### config.mk
export PLATFORM = sky130hd
export DESIGN_NAME = psr_regs
export DESIGN_NICKNAME = d
export VERILOG_FILES = /design/src/shared/psr_pkg.sv /design/src/verilog/psr_regs.sv
export SDC_FILE = /design/constraint.sdc
export NUM_CORES = 1
export LEC_CHECK = 0
export ABC_AREA = 1
export ABC_CLOCK_PERIOD_IN_PS = 1230
export BUFFER_PORTS_ARGS = -buffer_cell sky130_fd_sc_hd__buf_2
export CAP_MARGIN = 20
export CORE_MARGIN = 4
export CORE_UTILIZATION = 43
export CTS_BUF_LIST = sky130_fd_sc_hd__clkbuf_16
export CTS_CLUSTER_DIAMETER = 80
export DETAILED_ROUTE_END_ITERATION = 10
export HOLD_SLACK_MARGIN = 0.02
export MAX_ROUTING_LAYER = met4
export PLACE_DENSITY = 0.92
export SLEW_MARGIN = 20
export SYNTH_ARGS = -nofsm -noshare
export SYNTH_HDL_FRONTEND = slang
export SYNTH_SLANG_ARGS = --single-unit
### constraint.sdc
create_clock -name core_clk_i -period 1.23 [get_ports core_clk_i]
set_input_delay 0.123 -clock core_clk_i [delete_from_list [all_inputs] [get_ports core_clk_i]]
set_output_delay 0.123 -clock core_clk_i [all_outputs]
set_load 0.01 [all_outputs]
### src/shared/psr_pkg.sv
// Package with register map, field positions and carrier types of the port status bank.
package psr_pkg;

    // ==========================================================
    // Register addresses on the management interface.
    localparam logic [4:0] PSR_ADDR_CONTROL   = 5'h00;
    localparam logic [4:0] PSR_ADDR_STATUS    = 5'h01;
    localparam logic [4:0] PSR_ADDR_ID_HIGH   = 5'h02;
    localparam logic [4:0] PSR_ADDR_ID_LOW    = 5'h03;

    // ==========================================================
    // Status register field positions.
    localparam int PSR_BIT_FOUR_PAIR   = 15;
    localparam int PSR_BIT_FAST_FULL   = 14;
    localparam int PSR_BIT_FAST_HALF   = 13;
    localparam int PSR_BIT_SLOW_FULL   = 12;
    localparam int PSR_BIT_SLOW_HALF   = 11;
    localparam int PSR_BIT_PREAMBLE_OK = 6;
    localparam int PSR_BIT_AN_DONE     = 5;
    localparam int PSR_BIT_REM_FAULT   = 4;
    localparam int PSR_BIT_AN_CAPABLE  = 3;
    localparam int PSR_BIT_LINK_UP     = 2;
    localparam int PSR_BIT_JABBER      = 1;
    localparam int PSR_BIT_EXT_REGS    = 0;
    // Control register restart bit position.
    localparam int PSR_BIT_AN_RESTART  = 9;

    // ==========================================================
    // Fixed status bits: abilities, preamble suppression, capability, extended set.
    localparam logic [15:0] PSR_STATUS_FIXED  = 16'h7849;
    // Reset value of the latched status bits.
    localparam logic        PSR_LATCH_RESET   = 1'b0;
    localparam logic [15:0] PSR_READ_IDLE     = 16'h0000;

    // ==========================================================
    // Identity values; all four defaults are arbitrary.
    localparam logic [15:0] PSR_OUI_HIGH_DEF  = 16'h1234;
    localparam logic [5:0]  PSR_OUI_LOW_DEF   = 6'h2A;
    localparam logic [5:0]  PSR_MODEL_DEF     = 6'h15;
    localparam logic [3:0]  PSR_REV_DEF       = 4'h3;

    // ==========================================================
    // Management access request from the frame engine.
    typedef struct packed {
        logic        rd;
        logic        wr;
        logic [4:0]  addr;
        logic [15:0] wdata;
    } psr_req_t;

    // Raw events from the link, fault, jabber and negotiation machinery.
    typedef struct packed {
        logic link_ok;
        logic rem_fault;
        logic jabber;
        logic an_done;
        logic an_start;
    } psr_evt_t;

endpackage : psr_pkg

### src/verilog/psr_regs.sv
// Port status and identifier register bank of one transceiver port.
// Notes on behaviour
// - Bit 15 four-pair ability always reads 0.
// - Bits 14 to 11 abilities always read 1.
// - Bits 10 to 7 reserved, read 0.
// - Bit 6 reads 1; preambleless frames accepted.
// - Bit 5 shows negotiation done; resets 0.
// - Negotiation start clears the done bit.
// - Bit 4 remote fault sticks until read.
// - Bit 3 negotiation capability always reads 1.
// - Bit 2 shows valid link established.
// - Link bit latches low until read.
// - Bit 1 jabber sticks until read and ended.
// - Identifier bits in high and low registers.
// - Low identifier bits 9:4 hold model.
// - Low identifier bits 3:0 hold revision.
// - Writing restart bit clears done immediately.
`timescale 1ns/1ps
`default_nettype none

module psr_regs
    import psr_pkg::*;
#(
    parameter logic [15:0] OUI_HIGH = PSR_OUI_HIGH_DEF, // Arbitrary value.
    parameter logic [5:0]  OUI_LOW  = PSR_OUI_LOW_DEF,  // Arbitrary value.
    parameter logic [5:0]  MODEL    = PSR_MODEL_DEF,    // Arbitrary value.
    parameter logic [3:0]  REVISION = PSR_REV_DEF       // Arbitrary value.
) (
    input  wire logic        core_clk_i,
    input  wire logic        rst_n_i,
    input  wire psr_req_t    req_i,
    input  wire psr_evt_t    evt_i,
    output logic [15:0]      rdata_o,
    output logic             rvalid_o,
    output logic             an_restart_o
);

    // ==========================================================
    // State. Every flag below but the status_rd and restart_wr strobes is a plain flip-flop on the core clock; the event
    // inputs come from logic on the same clock, so none of them is synchronised.
    logic        an_done_ff;
    logic        rem_fault_ff;
    logic        link_up_ff;
    logic        jabber_ff;
    logic [15:0] rdata_ff;
    logic        rvalid_ff;
    logic        an_restart_ff;
    logic [15:0] nxt_rdata;
    logic        status_rd;
    logic        restart_wr;

    // Decodes an access to one register.
    function automatic logic hit(input psr_req_t r, input logic [4:0] a);
        return r.addr == a;
    endfunction : hit

    // Builds the status word from its fixed fields and the four latched bits.
    // Starting from the idle word keeps every reserved position at zero, and
    // the loop below spells out that range so it cannot be filled by accident.
    function automatic logic [15:0] status_word(
        input logic done,
        input logic fault,
        input logic link,
        input logic jab
    );
        logic [15:0] w;
        w = PSR_READ_IDLE;
        for (int b = PSR_BIT_PREAMBLE_OK + 1; b < PSR_BIT_SLOW_HALF; b++) begin
            w[b] = 1'b0;
        end
        w[PSR_BIT_FOUR_PAIR]   = 1'b0;
        w[PSR_BIT_FAST_FULL]   = 1'b1;
        w[PSR_BIT_FAST_HALF]   = 1'b1;
        w[PSR_BIT_SLOW_FULL]   = 1'b1;
        w[PSR_BIT_SLOW_HALF]   = 1'b1;
        w[PSR_BIT_PREAMBLE_OK] = 1'b1;
        w[PSR_BIT_AN_DONE]     = done;
        w[PSR_BIT_REM_FAULT]   = fault;
        w[PSR_BIT_AN_CAPABLE]  = 1'b1;
        w[PSR_BIT_LINK_UP]     = link;
        w[PSR_BIT_JABBER]      = jab;
        w[PSR_BIT_EXT_REGS]    = 1'b1;
        return w;
    endfunction : status_word

    // Packs the low identifier word: vendor tail, model, then revision.
    // Each field keeps its own width, so no field can spill into its neighbour.
    function automatic logic [15:0] id_low_word(
        input logic [5:0] vendor_tail,
        input logic [5:0] model,
        input logic [3:0] revision
    );
        return {vendor_tail, model, revision};
    endfunction : id_low_word

    // Status read and restart write strobes from the management engine.
    // Only bit 9 of a control write acts here; the other control bits belong to
    // logic outside this bank, and writes to any other address are dropped.
    assign status_rd  = req_i.rd && hit(req_i, PSR_ADDR_STATUS);
    assign restart_wr = req_i.wr && hit(req_i, PSR_ADDR_CONTROL)
                        && req_i.wdata[PSR_BIT_AN_RESTART];

    // ==========================================================
    // Negotiation complete flag; a start or restart clears it, done wins if coincident.
    // Letting completion win means a finish landing in the cycle of a restart is
    // not lost; the restart pulse still goes out and negotiation runs again.
    always_ff @(posedge core_clk_i or negedge rst_n_i) begin
        if (!rst_n_i) begin
            an_done_ff <= PSR_LATCH_RESET;
        end else if (evt_i.an_done) begin
            an_done_ff <= 1'b1;
        end else if (evt_i.an_start || restart_wr) begin
            an_done_ff <= 1'b0;
        end
    end

    // Restart request toward the negotiation machinery, one cycle pulse.
    // The pulse is registered so that the output leaves a flip-flop.
    always_ff @(posedge core_clk_i or negedge rst_n_i) begin
        if (!rst_n_i) begin
            an_restart_ff <= 1'b0;
        end else begin
            an_restart_ff <= restart_wr;
        end
    end

    // ==========================================================
    // Remote fault sticks high; a read clears it unless a new fault arrives.
    // The read that clears the bit has already captured it as one, so a fault
    // is always seen by software at least once before it goes away.
    always_ff @(posedge core_clk_i or negedge rst_n_i) begin
        if (!rst_n_i) begin
            rem_fault_ff <= PSR_LATCH_RESET;
        end else if (evt_i.rem_fault) begin
            rem_fault_ff <= 1'b1;
        end else if (status_rd) begin
            rem_fault_ff <= 1'b0;
        end
    end

    // Link bit latches low; a read reloads it from the live link state.
    // A failure shorter than a read interval still leaves the bit at zero, so
    // software always learns that the link dropped, even if it came back.
    always_ff @(posedge core_clk_i or negedge rst_n_i) begin
        if (!rst_n_i) begin
            link_up_ff <= PSR_LATCH_RESET;
        end else if (!evt_i.link_ok) begin
            link_up_ff <= 1'b0;
        end else if (status_rd) begin
            link_up_ff <= 1'b1;
        end
    end

    // Jabber sticks until both a read has happened and the condition has ended.
    // A read taken while jabber is still present leaves the bit set; the next
    // read after the condition ends is the one that clears it.
    always_ff @(posedge core_clk_i or negedge rst_n_i) begin
        if (!rst_n_i) begin
            jabber_ff <= PSR_LATCH_RESET;
        end else if (evt_i.jabber) begin
            jabber_ff <= 1'b1;
        end else if (status_rd) begin
            jabber_ff <= 1'b0;
        end
    end

    // ==========================================================
    // Read multiplexer; status returns latched values before their clear lands.
    always_comb begin
        nxt_rdata = PSR_READ_IDLE;
        unique case (req_i.addr)
            PSR_ADDR_STATUS: begin
                nxt_rdata = status_word(an_done_ff,
                                        rem_fault_ff,
                                        link_up_ff,
                                        jabber_ff);
            end
            PSR_ADDR_ID_HIGH: begin
                nxt_rdata = OUI_HIGH;
            end
            PSR_ADDR_ID_LOW: begin
                nxt_rdata = id_low_word(OUI_LOW, MODEL, REVISION);
            end
            default: begin
                nxt_rdata = PSR_READ_IDLE;
            end
        endcase
    end

    // Read data register, loaded one cycle after the read strobe.
    // The word holds between reads, so a slow frame engine can shift it out.
    always_ff @(posedge core_clk_i or negedge rst_n_i) begin
        if (!rst_n_i) begin
            rdata_ff  <= PSR_READ_IDLE;
            rvalid_ff <= 1'b0;
        end else begin
            rvalid_ff <= req_i.rd;
            if (req_i.rd) begin
                rdata_ff <= nxt_rdata;
            end
        end
    end

    // Outputs come straight from their flip-flops.
    assign rdata_o      = rdata_ff;
    assign rvalid_o     = rvalid_ff;
    assign an_restart_o = an_restart_ff;

endmodule : psr_regs

`default_nettype wire

Word level (Yosys, flattened, before mapping)
Cells that the tools add are included.
Widths: inputs -> output; s select.
- multiplexer cells: 8
- equal/unequal tests: 4
- reductions and logical operators: 8
- operators with widths (kind ; number):
    $pmux 16 s3 ; 1
    $eq 5x2->1 const B ; 2
    $mux 1 ; 7
    $reduce_bool 2->1 ; 3
    $eq 5x1->1 const B ; 1
    $logic_not 5->1 ; 1
    $logic_and 1x1->1 ; 3
    $ne 2x1->1 const B ; 1
    $logic_or 1x1->1 ; 1
- input bits: 30
- flip-flop bits (word level): 22
- output and inout port bits: 18
- word-level logic and storage cells: 27

Longest topological paths before layout
- depth after elaboration: 6
- depth in mapped cells: 5
- depth with buffers taken out: 5

Worst setup path after synthesis
Ideal clock, no wire load.
- path kind: register -> register
- start point: register, netlist name rdata_o[2]
- end point: register rdata_ff[2] (netlist: rdata_o[2])
- clock period less this slack: 0.723 ns
- library setup time: 0.119 ns
- stages on the path, launching flop included: 5
- setup slack: 0.507 ns
- required time: 1.111 ns
- arrival: 0.605 ns
- path buffers: 0
- cell sequence: dfrtp_1 > inv_1 > nor2_1 > nor2_1 > nand2_1
- RTL lines (item ; line ; source):
    end signal, assigned ; psr_regs.sv:199 ; rdata_ff <= nxt_rdata;
    end, declared ; psr_regs.sv:45 ; logic [15:0] rdata_ff;

Final worst setup path
- start point: register rdata_ff[13] (netlist: rdata_o[13])
- end point: output rdata_o[13]
- RTL lines (item ; line ; source):
    end, declared ; psr_regs.sv:33 ; output logic [15:0] rdata_o,
No word-level cell between the ends.

==> impl_metrics.ini <==
[sta]
report.final.hold_viol_count = 0
setup_repair_after_global_routing_missed_its_margin = false
fin_ws_ns = 0.321
fin_hold_ws_ns = 0.0710
period_minus_slack_ns = 0.909
achievable-frequency_mhz = 1100
finalMaxSlewViolations = 0
period_share_pct = 73.9
setup-tns-final_ns = 0
setup_viol = 0
post_route_clock_skew_ns = 0.00139

[worst_hold_path]
worstHoldStart = evt_i[3]
hold_path.class = in -> reg
whs_path_depth = 2
worst_hold_path.endpoint = rem_fault_ff$_DFFE_PN0P_

[placed_design]
dpl_cell_area_um2 = 840
dp_hpwl_um = 1080
gp_congestion = 0.765
worst_slack_after_detailed_placement_ns = 0.339
io_buffer_count = 30
placed_cells = 121

[setup_path]
r2r-end = rdata_o[5]$_DFFE_PN0P_
crit_chain = buf_2
cp_slowest_stage_delay_ns = 0.40
critPathArrivalTime_ns = 0.79
cp_top_family = flip-flops
worstSetupEndpointType = output pin
critical_path_class = reg -> out
biggest_fanout_along_the_worst_timing_path = 5
r2r.worst_path.cells = 4
timing.critical_path.buf_inv = 1
cp_data_required_time_ns = 1.11
startpoint_type = register
regToRegStartpoint = rdata_o[5]$_DFFE_PN0P_
reg_to_reg_setup_timing_slack_ns = 0.50
critPathSlowestCell = sky130_fd_sc_hd__dfrtp_1

[die]
die_area_um2 = 2390
die_y_um = 48.9
core_region_area_um2 = 1540
rows = 14
start_util_pct = 46.6
die_w_um = 48.9
top_level_ports = 48

[run]
cap_violations = 0

[yosys]
synthTopCellsByArea = sky130_fd_sc_hd__dfrtp_1 (52%), sky130_fd_sc_hd__nand2_1 (9.4%), sky130_fd_sc_hd__buf_4 (7.3%)
synth.yosys.warnings = 0
synthMuxAreaShare_pct = 0
synth_area_leader_cell = sky130_fd_sc_hd__dfrtp_1
post_synth_num_cell_types = 16
simple_gate_share_of_the_synthesized_area_pct = 28.6
synth_xor_area_share_pct = 0
post_synth_instance_area_um2 = 718
synth-compound-area-share_pct = 5.05
yosys_register_bits = 15
post_synth_fa_ha_maj_area_fraction_pct = 0
sequential_fraction_of_the_synthesis_area_pct = 52.3
synth_top_family_by_area = simple AND/OR/NAND/NOR gates
synth_area_per_cell_um2 = 8.87
post-synth-top-area-fraction_pct = 52.3
post_synth_inst_count = 81

[clock_tree]
cts.root.buffer_cell = sky130_fd_sc_hd__clkbuf_16
numCtsBuffers = 3
ctsLongestPathBuffers = 2
cts.sinks = 15
post_cts_resize_count = 0
h-tree-depth = 1
clkLatencyLatePin_ns = 0.24
cts.clk_slew.worst_paths_ns = 0.04
tritoncts_clock_tree = yes

[route]
detailedRoute.firstPassIterationCount = 4
ant_nets = 0
detailed_route_vias_per_instance = 4.65
route.detailed.wl_per_inst_um = 10.7
drt_first_iter_violations = 8
routed-via-count = 586
drc = 0
routed_wl_um = 1350

[layout]
filler_cell_count = 157
stdcell_area_um2 = 928
antenna-diode-count = 0
post_route_cells_drive_above_1_share_pct = 39.1
instances_no_fill = 126
area_delta_synth_final_pct = 29.3
num-nets-final = 141
utilization_pct = 60.2

[pwr]
power.density_cell_area_nw_per_um2 = 1330
power.total_mw = 1.24
comb_power_share_pct = 9.2
internal-power_mw = 0.984
switching_share_pct = 20.5
leakage_nw = 0.557
power.sequential.fraction_pct = 41.8
power_frac_clock_pct = 49.0
total_switching_power_mw = 0.254
worst_ir_drop_vdd_v = 0.000715

[grt]
grt_pass1_wl_um = 2320
overflow = 0
grt_pass1_vias = 559
antenna_found_initial = 0
grt_max_degree = 16
groute.usage.overall_pct = 12.7

[status]
status = finished, final reports clean
flip-flops by register name, indices dropped and copies added, names as in the netlist:
signal / count
an_done_ff: 1
rvalid_o: 1
rdata_o: 9
rem_fault_ff: 1
an_restart_o: 1
jabber_ff: 1
link_up_ff: 1
final cells by class:
class | instances | area, um^2 | area share [%]
flip-flops and latches | 15 | 375 | 40.4
clock buffers | 3 | 75.1 | 8.09
clock inverters | 1 | 3.75 | 0.404
inverters | 12 | 45.0 | 4.85
multi-input cells | 48 | 249 | 26.8
well taps | 16 | 20.0 | 2.16
repair buffers | 31 | 160 | 17.3
how the worst max path moves through the flow:
| stage | start | endpoint | slack, ns | cells after the start |
|---|---|---|---|---|
| floorplan | rdata_o[2]$_DFFE_PN0P_ | rdata_o[2]$_DFFE_PN0P_ | 0.51 | 4 |
| global placement | req_i[19] | rdata_o[5]$_DFFE_PN0P_ | 0.36 | 6 |
| detailed placement | req_i[19] | link_up_ff$_DFFE_PN0P_ | 0.34 | 6 |
| CTS | rdata_o[13]$_DFFE_PN0P_ | rdata_o[13] | 0.31 | 1 |
| global route | rdata_o[13]$_DFFE_PN0P_ | rdata_o[13] | 0.28 | 1 |
| finish | rdata_o[13]$_DFFE_PN0P_ | rdata_o[13] | 0.32 | 1 |
synth_stat cells (all sizes together):
| master | instances |
|---|---|
| buf | 7 |
| conb | 1 |
| dfrtp | 15 |
| inv | 12 |
| nand2 | 19 |
| nand3 | 7 |
| nand4 | 2 |
| nor2 | 13 |
| o21ai | 2 |
| o21bai | 3 |
power groups by stage:
stage	clock (mW)	combinational, mW	sequential [mW]
after floorplan	0	0.0561	0.531
after global placement	0	0.110	0.524
after detailed placement	0	0.113	0.525
after CTS	0.621	0.117	0.518
after global routing	0.642	0.128	0.519
final	0.607	0.114	0.517
cells by family (layout without fill, tap and decap cells):
family / after synthesis / after routing
AOI/OAI and AO/OA: 5 / 5
buffers and inverters: 19 / 47
DFF: 15 / 15
other: 1 / 2
and+or+nand+nor: 41 / 41
per-layer routing:
metal,vias to the layer above,global-route usage [%],share of wire [%]
met4,0,8.07,2.7
met1,255,14.9,43
met2,29,19.1,44
met5,-,-,0
met3,3,3.36,10
li1,299,-,-
repair_timing:
item | in CTS | in global routing
endpoints found under the hold margin | 15 | 0
hold buffers | 1 | 0
setup buffers | 0 | 0
endpoints found under the setup margin | 0 | 0
layout by cell type, fill, tap and decap left out, types with 2 or more instances in the layout:
master                       n
sky130_fd_sc_hd__nand3_2     2
sky130_fd_sc_hd__inv_2       2
sky130_fd_sc_hd__nand4_1     2
sky130_fd_sc_hd__buf_2      30
sky130_fd_sc_hd__inv_1      11
sky130_fd_sc_hd__nand3_1     5
sky130_fd_sc_hd__nor2_1      9
sky130_fd_sc_hd__conb_1      2
sky130_fd_sc_hd__nor2_4      3
sky130_fd_sc_hd__o21bai_1    3
sky130_fd_sc_hd__clkbuf_16   3
sky130_fd_sc_hd__dfrtp_1    15
sky130_fd_sc_hd__nand2_1    18
(Power assumes the default switching activity.)
